File: src/gain_defines.svh
// offsets, field positions, reset values for the channel 0-3 gain register
`ifndef GAIN_DEFINES_SVH
`define GAIN_DEFINES_SVH
`define GAIN_REG_ADDR      8'h04
`define GAIN_REG_RESET     16'h0000
`define GAIN_CODE_RESET    3'h0
`define GAIN_CH0_LSB       0
`define GAIN_CH1_LSB       4
`define GAIN_CH2_LSB       8
`define GAIN_CH3_LSB       12
`define GAIN_RSVD_MASK     16'h8888
`define GAIN_FIELD_STRIDE  4
`endif

File: src/gain_pkg.sv
// types shared by the gain register bank
package gain_pkg;
    typedef logic [2:0] gain_code_t;
    typedef struct packed {
        logic [7:0]  addr;
        logic [15:0] wdata;
        logic        wr;
        logic        rd;
    } reg_req_s;
    typedef struct packed {
        gain_code_t ch3;
        gain_code_t ch2;
        gain_code_t ch1;
        gain_code_t ch0;
    } gain_codes_s;
endpackage

File: src/gain_decode.sv
// one-hot power-of-two decoder for a single gain code
module gain_decode (
    input  wire logic [2:0] code_i,  // gain code
    output logic      [7:0] gain_o   // linear gain 1..128
);
    // code n gives gain 2**n
    assign gain_o = 8'h01 << code_i;
endmodule

File: src/reset_sync.sv
// reset release synchroniser
module reset_sync (
    input  wire logic clock_i,  // clock
    input  wire logic rstn_i,   // async reset, active low
    output logic      rstn_o    // synchronised reset
);
    logic [1:0] sync_ff;
    // assert at once, release after two edges
    always_ff @(posedge clock_i or negedge rstn_i) begin
        if (!rstn_i) begin
            sync_ff <= 2'h0;
        end else begin
            sync_ff <= {sync_ff[0], 1'b1};
        end
    end
    assign rstn_o = sync_ff[1];
endmodule

File: src/gain_select_bank.sv
// gain register bank for channels 0 to 3
//
// Chosen here: the strobed register port.
`include "gain_defines.svh"
////////////////////////////////////////////////////////////////////////////////
// Behaviour
// - register sits at address 4h and resets to 0000h, unity gain.
// - bits 14:12 hold channel 3 gain code, read/write, reset 000b.
// - bits 10:8 hold channel 2 gain code, read/write, reset 000b.
// - bits 6:4 hold channel 1 gain code, read/write, reset 000b.
// - gain code n decodes to gain two to the n, 1 to 128.
// - bits 15, 11, 7, 3 reserved, reset 0, read/write; write 0.
module gain_select_bank (
    input  wire logic                 clock_i,   // 250 MHz clock
    input  wire logic                 rstn_i,    // async reset, active low
    input  wire logic                 ce_i,      // clock enable
    input  wire logic [7:0]           addr_i,    // register address
    input  wire logic [15:0]          wdata_i,   // write data
    input  wire logic                 wr_i,      // write strobe
    input  wire logic                 rd_i,      // read strobe
    output logic      [15:0]          rdata_o,   // read data, cycle after rd
    output gain_pkg::gain_codes_s     codes_o,   // gain codes per channel
    output logic      [31:0]          gains_o    // linear gains, ch3 high byte
);
    logic                 rstn_sync;
    gain_pkg::reg_req_s   req;
    logic [15:0]          gain_select_ch0_to_ch3_ff;
    logic [15:0]          rdata_ff;
    logic                 hit;

    ////////////////////////////////////////////////////////////////////////////
    // reset release
    reset_sync u_rst (
        .clock_i (clock_i),
        .rstn_i  (rstn_i),
        .rstn_o  (rstn_sync)
    );

    assign req = '{addr: addr_i, wdata: wdata_i, wr: wr_i, rd: rd_i};
    assign hit = (req.addr == `GAIN_REG_ADDR);

    ////////////////////////////////////////////////////////////////////////////
    // register store; reserved bits kept as written, software must write 0
    always_ff @(posedge clock_i or negedge rstn_sync) begin
        if (!rstn_sync) begin
            gain_select_ch0_to_ch3_ff <= `GAIN_REG_RESET;
        end else if (ce_i && req.wr && hit) begin
            gain_select_ch0_to_ch3_ff <= req.wdata;
        end
    end

    // read data valid from the cycle after the strobe until the next enabled edge; unmapped reads give 0
    always_ff @(posedge clock_i or negedge rstn_sync) begin
        if (!rstn_sync) begin
            rdata_ff <= 16'h0000;
        end else if (ce_i) begin
            if (req.rd && hit) begin
                rdata_ff <= gain_select_ch0_to_ch3_ff;
            end else begin
                rdata_ff <= 16'h0000;
            end
        end
    end
    assign rdata_o = rdata_ff;

    ////////////////////////////////////////////////////////////////////////////
    // field extraction
    assign codes_o.ch0 = gain_select_ch0_to_ch3_ff[`GAIN_CH0_LSB +: 3];
    assign codes_o.ch1 = gain_select_ch0_to_ch3_ff[`GAIN_CH1_LSB +: 3];
    assign codes_o.ch2 = gain_select_ch0_to_ch3_ff[`GAIN_CH2_LSB +: 3];
    assign codes_o.ch3 = gain_select_ch0_to_ch3_ff[`GAIN_CH3_LSB +: 3];

    // one decoder per channel
    genvar g;
    generate
        for (g = 0; g < 4; g++) begin : g_dec
            gain_decode u_dec (
                .code_i (gain_select_ch0_to_ch3_ff[g*`GAIN_FIELD_STRIDE +: 3]),
                .gain_o (gains_o[g*8 +: 8])
            );
        end
    endgenerate
endmodule

File: config.mk
export PLATFORM = sky130hd
export DESIGN_NAME = gain_select_bank
export DESIGN_NICKNAME = d
export VERILOG_FILES = /design/src/gain_pkg.sv /design/src/gain_decode.sv /design/src/reset_sync.sv /design/src/gain_select_bank.sv
export VERILOG_INCLUDE_DIRS = /design/src
export SDC_FILE = /design/constraint.sdc
export NUM_CORES = 1
export LEC_CHECK = 0
export BUFFER_PORTS_ARGS = -buffer_cell sky130_fd_sc_hd__buf_2
export CAP_MARGIN = 10
export CORE_MARGIN = 10
export CORE_UTILIZATION = 45
export CTS_CLUSTER_DIAMETER = 100
export DETAILED_ROUTE_END_ITERATION = 8
export MAX_ROUTING_LAYER = met4
export PLACE_DENSITY = 0.87
export SLEW_MARGIN = 5
export SYNTH_ARGS = -nofsm -noshare
export SYNTH_HDL_FRONTEND = slang
export SYNTH_SLANG_ARGS = --single-unit
File: constraint.sdc
create_clock -name clock_i -period 1.1 [get_ports clock_i]
set_input_delay 0.22 -clock clock_i [delete_from_list [all_inputs] [get_ports clock_i]]
set_output_delay 0.22 -clock clock_i [all_outputs]
set_load 0.005 [all_outputs]
==> results of run 1 <==
[final cells by class]
type                       count  area [um2]
fill                         298        1230
sequential                    34         866
multi-input combinational     89         747
timing repair buffer         108         681
clock buffer                   7        76.3
inverter                      16        60.1
tap                           48        60.1
[cell usage after synthesis (all sizes together)]
master and number:
buf 14, and4 1, nor4 1, nand3 1, nor2 4, nor4b 1, clkbuf 17, nor3b 12
conb 1, and3 4, o22ai 16, dfrtp 34, inv 16, nor3 4, and3b 8, nand2 20
mux2 16
[worst min-delay path by stage]
stage	slack (ns)	endpoint	from
after detailed placement	0.009	u_rst.sync_ff[0]	rstn_i
after floorplan	-0.08	u_rst.sync_ff[0]	rstn_i
after global placement	0.006	u_rst.sync_ff[1]	rstn_i
after CTS	0.16	gain_select_ch0_to_ch3_ff[3]	wdata_i[3]
after global routing	0.17	gain_select_ch0_to_ch3_ff[0]	wdata_i[0]
final	0.17	gain_select_ch0_to_ch3_ff[0]	wdata_i[0]
[state kept, by name, summed over array words and instances, names as in the netlist]
register                   count
gain_select_ch0_to_ch3_ff     16
u_rst.sync_ff                  2
rdata_o                       16
[through the flow]
stage / hold slack (ns) / TNS [ns]
2_1_floorplan: -0.0756 / -3.73
3_3_place_gp: 0.00558 / -6.13
3_5_place_dp: 0.00873 / -7.29
4_1_cts: 0.162 / -8.22
5_1_grt: 0.165 / -11.01
6_report: 0.169 / -8.21
[cell families after synthesis]
kind of cell    count (synthesis)
other cells                     1
flops                          34
compound gates                 16
buf+inv                        47
mux                            16
simple gates                   56
[report_power, final]
group,internal [mW],switching [mW],total (mW)
Clock,0.435,0.406,0.841
Sequential,1.27,0.0335,1.31
Combinational,0.139,0.104,0.243
[cells in the final DEF, fill, tap and decap left out, types with 4 or more instances in the layout]
cell type	Yosys	routed
nor2_1	4	4
and3_1	4	4
dfrtp_2	0	12
clkbuf_8	0	5
o22ai_1	16	16
and3b_1	8	8
nand2_1	20	20
mux2_4	10	15
buf_6	1	16
buf_2	0	80
nor3b_1	12	4
inv_1	16	16
buf_4	12	10
dfrtp_1	34	22
nor3b_2	0	8
[critical path, stage by stage, from the launching register on]
cell and delay [ns]:
dfrtp_2 0.42, buf_6 0.13, and3b_1 0.19, buf_2 0.11
[metal layers]
metal / GRT usage, % / wire length (um) / vias to the layer above
li1: - / - / 715
met1: 16.2 / 1910 / 683
met2: 23.3 / 2380 / 49
met3: 4.75 / 438 / 7
met4: 3.06 / 59 / 0
met5: - / 0 / -
[repair_timing]
action,CTS,global route
cloned,1,0
pin swaps,8,2
hold buffers,1,0
endpoints found under the hold margin,2,0
setup buffers,10,0
setup endpoints to repair,60,60
resized for setup,40,9
==> qor.yml, run 1 <==
status:
  status: "finished with violations"
  violations: "negative setup slack"
critical_path:
  r2r_end: "gain_select_ch0_to_ch3_ff[6]"
  critPathCaptureType: "output pin"
  criticalPathCategory: "flop to output pin"
  crit_start: "gain_select_ch0_to_ch3_ff[9]"
  r2r_setup_slack_ns: 0.09
  r2r_cells: 2
  cp-start-kind: "flop"
  crit_end: "gains_o[21]"
  required_ns: 0.88
  path_max_fanout: 5
  arrival_ns: 1.13
  reg2reg_from: "gain_select_ch0_to_ch3_ff[6]"
finish:
  area_growth_pct: 41.9
  drive_above_1_share_pct: 60.2
  finish.utilization_pct: 67.0
  final_cells: 302
  n_antenna_cell: 0
  final_cell_area_um2: 2490
  nNetsFinal: 283
placement:
  portBuffers: 88
  pre_cts_slack_ns: -0.421
  gp_congestion: 0.720
  dp_cells: 283
  hpwl_um: 3360
  place_area_um2: 2150
floorplanning:
  initial_core_util_pct: 47.2
  rows: 22
  die_w_um: 82.4
  fp.dieH_um: 82.4
  die-area_um2: 6800
  core_um2: 3720
  ioPinCount: 89
drt:
  vias: 1454
  first_pass_iters: 4
  ant_nets: 0
  drt-total-wl_um: 4790
  wl_per_cell_um: 15.9
  via_per_inst: 4.81
  drt_iter0_markers: 49
  drc: 0
min_path:
  hold_path.class: "input pin to flop"
  min_path_cells: 2
global_routing:
  grt_pass1_wl_um: 7320
  grt_pass1_vias: 1510
  grt_max_degree: 33
  overflow: 0
  groute.usage.overall_pct: 14.1
  antenna_found_initial: 0
synth:
  synth_top_family_by_area: "simple AND/OR/NAND/NOR gates"
  ys_types: 20
  synth_top_area_share_pct: 48.5
  yosysWarnings: 0
  yosys-mux-area-fraction_pct: 12.4
  synth_fp_nets: 199
  ys_seq_elements: 34
  ys_seq_area_share_pct: 48.5
  syn_area_um2: 1750
  synthTopCellsByArea: "dfrtp_1, mux2_4, o22ai_1"
  synth_area_per_cell_um2: 10.3
  synth_fa_ha_area_share_pct: 0
  synthCells: 170
  synth_compound_area_share_pct: 5.71
  synth-simple-area-share_pct: 19.2
  synth_xor_area_share_pct: 0
  yosys.area.top_type: "dfrtp_1"
clock_tree:
  path_clk_slew_ns: 0.06
  cts_buffer_depth: 2
  clock_latency_ns: 0.28
  cts_sinks: 34
  cts_buffers: 5
  htreeDepth: 2
  cts_root_buf: "clkbuf_8"
  cts_tree: "done"
timing:
  final-max-slew-violation-count: 0
  fin_ws_ns: -0.249
  fmax_mhz: 742
  finalCriticalPeriod_ns: 1.35
  hold_viol: 0
  clock_skew_ns: 0.00385
  rsz0062_at_grt: "true"
  fin_crit_sh_pct: 123
  setup_violations: 60
run:
  cap_viol_max_count: 0
power:
  pwr_density_cell_nw_per_um2: 960
  irDropWorstVdd_mv: 0.813
  leakage_nw: 1.34
  finalPower_mw: 2.39
Note: power is estimated with default switching activity, not from simulation.
==> inputs of run 2 (changes only) <==
--- a/config.mk
+++ b/config.mk
@@ -14,7 +14,8 @@
 export DETAILED_ROUTE_END_ITERATION = 8
 export MAX_ROUTING_LAYER = met4
 export PLACE_DENSITY = 0.87
-export SLEW_MARGIN = 5
+export RECOVER_POWER = 25
+export SLEW_MARGIN = 0
 export SYNTH_ARGS = -nofsm -noshare
 export SYNTH_HDL_FRONTEND = slang
 export SYNTH_SLANG_ARGS = --single-unit
==> qor.yml, run 2 (synthesis results as in run 1) <==
critical_path:
  critPathCaptureType: "output pin"
  crit_cells: 3  # unchanged
  arrival_ns: 1.13  # about the same
  cp-start-kind: "flop"
  crit_path_top_delay_cell: "dfrtp_2"
  criticalPathCategory: "flop to output pin"
  path_buf_inv: 2  # unchanged
  required_ns: 0.88  # about the same
  r2r_cells: 2  # unchanged
  critical-path-top-delay-family: "flip-flops"
  path_max_fanout: 5  # unchanged
  critPathMaxStageDelay_ns: 0.42  # about the same
  path_cells: "buf_6, and3b_1, buf_2"
clock_tree:
  cts_buffers: 5  # unchanged
  cts_tree: "done"
  path_clk_slew_ns: 0.06  # about the same
  htreeDepth: 2  # unchanged
  clock_latency_ns: 0.28  # about the same
  cts_buffer_depth: 2  # unchanged
  cts_root_buf: "clkbuf_8"
  cts_sinks: 34  # unchanged
finish:
  finish.utilization_pct: 66.9  # -0.10 points
  drive_above_1_share_pct: 59.8  # -0.39 points
  num-fill-cells: 300  # +0.67%
  final_cell_mix: "buf_2, dfrtp_1, nand2_1"
  n_antenna_cell: 0  # unchanged
  final_common_cell: "buf_2"
  nNetsFinal: 283  # unchanged
  area_growth_pct: 41.7
drt:
  via_per_inst: 4.82  # about the same
  ant_nets: 0  # unchanged
  drc: 0  # unchanged
  first_pass_iters: 4  # unchanged
  vias: 1455  # +0.069%
  drt-total-wl_um: 4790  # about the same
  drt_iter0_markers: 49  # unchanged
  wl_per_cell_um: 15.8  # about the same
power:
  p_switching_mw: 0.543  # about the same
  finalPower_mw: 2.39  # about the same
  power_frac_clock_pct: 35.2  # about the same
  switching_share_pct: 22.7  # about the same
  pwr_density_cell_nw_per_um2: 960  # about the same
  comb_power_share_pct: 10.1  # about the same
  leakage_nw: 1.34  # -0.25%
  intPower_mw: 1.84  # about the same
  irDropWorstVdd_mv: 0.813  # about the same
  seq_power_share_pct: 54.7  # about the same
timing:
  worst_pin_slew_ns: 0.765
  fin_crit_sh_pct: 123  # unchanged
  setup_violations: 60  # unchanged
  setup_tns_ns: -8.21  # +0.00160 ns
  hold_viol: 0  # unchanged
  final-max-slew-violation-count: 0  # unchanged
  finalCriticalPeriod_ns: 1.35  # unchanged
  clock_skew_ns: 0.00367  # -0.000179 ns
  max_slew_margin_pct: 49.0
  rsz0062_at_grt: "true"
  fin_ws_ns: -0.249  # unchanged
  fmax_mhz: 742  # unchanged
placement:
  hpwl_um: 3360  # unchanged
  portBuffers: 88  # unchanged
  pre_cts_slack_ns: -0.421  # unchanged
  gp_congestion: 0.720  # unchanged
min_path:
  min_path_cells: 2  # unchanged
  hold_path.class: "input pin to flop"
floorplanning:
  ioPinCount: 89  # unchanged
  die_w_um: 82.4  # unchanged
  core_um2: 3720  # unchanged
  initial_core_util_pct: 47.2  # unchanged
  rows: 22  # unchanged
  fp.dieH_um: 82.4  # unchanged
  die-area_um2: 6800  # unchanged
global_routing:
  grt_pass1_vias: 1510  # unchanged
  antenna_found_initial: 0  # unchanged
  grt-busiest-layer: "met2"
  overflow: 0  # unchanged
  use_met1_pct: 16.2  # unchanged
  grt_pass1_wl_um: 7320  # unchanged
  grtUsageMet2_pct: 23.3  # unchanged
  groute.usage.overall_pct: 14.1  # unchanged
  use_met3_pct: 4.75  # unchanged
  grt_max_degree: 33  # unchanged
status:
  status: "finished with violations"
  violations: "negative setup slack"
run:
  cap_viol_max_count: 0  # unchanged
==> run 2: power groups by stage <==
stage / combinational (mW) / clock, mW / sequential, mW
after floorplan: 0.110 / 0 / 1.32
after global placement: 0.194 / 0 / 1.32
after detailed placement: 0.200 / 0 / 1.32
after CTS: 0.243 / 0.863 / 1.30
after global routing: 0.268 / 0.912 / 1.31
final: 0.241 / 0.840 / 1.31
==> run 2: layout make-up <==
cell class                 count  area [um2]  share of cell area [%]
clock buffer                   7        76.3                    3.07
inverter                      16        60.1                    2.42
multi-input combinational     89         747                    30.0
sequential                    34         866                    34.8
tap                           48        60.1                    2.42
timing repair buffer         108         677                    27.2
==> run 2: path summary, 6_finish.rpt <==
path                                                 end  slack [ns]                          from
setup / recovery                             gains_o[21]       -0.25  gain_select_ch0_to_ch3_ff[9]
hold / removal              gain_select_ch0_to_ch3_ff[0]        0.17                    wdata_i[0]
setup reg to reg            gain_select_ch0_to_ch3_ff[6]        0.09  gain_select_ch0_to_ch3_ff[6]
hold reg to reg                         u_rst.sync_ff[1]        0.36              u_rst.sync_ff[0]
max in group asynchronous  gain_select_ch0_to_ch3_ff[12]        0.16              u_rst.sync_ff[1]
min in group asynchronous               u_rst.sync_ff[0]        0.25                        rstn_i
==> run 2: repair_timing <==
action / in CTS / in global routing
resized for setup: 40 / 9
setup buffers: 10 / 0
endpoints found under the hold margin: 2 / 0
cloned: 1 / 0
hold buffers: 1 / 0
setup endpoints to repair: 60 / 60
pin swaps: 8 / 2
==> run 2: through the flow <==
| stage | hold slack [ns] | cell area, um2 | instances |
|---|---|---|---|
| after CTS | 0.162 | 2450 | 302 |
| final | 0.169 | 2490 | 302 |
| after detailed placement | 0.00873 | 2150 | 283 |
| after global routing | 0.165 | 2490 | 302 |
| after global placement | 0.00558 | 2150 | 283 |
| after floorplan | -0.0756 | 1770 | 170 |
==> run 2: layer usage <==
metal,routed length [um],vias to the layer above,share of wire (%)
met3,438,7,9.2
met4,59,0,1.2
met2,2380,49,50
met1,1910,683,40
met5,0,-,0
li1,-,716,-
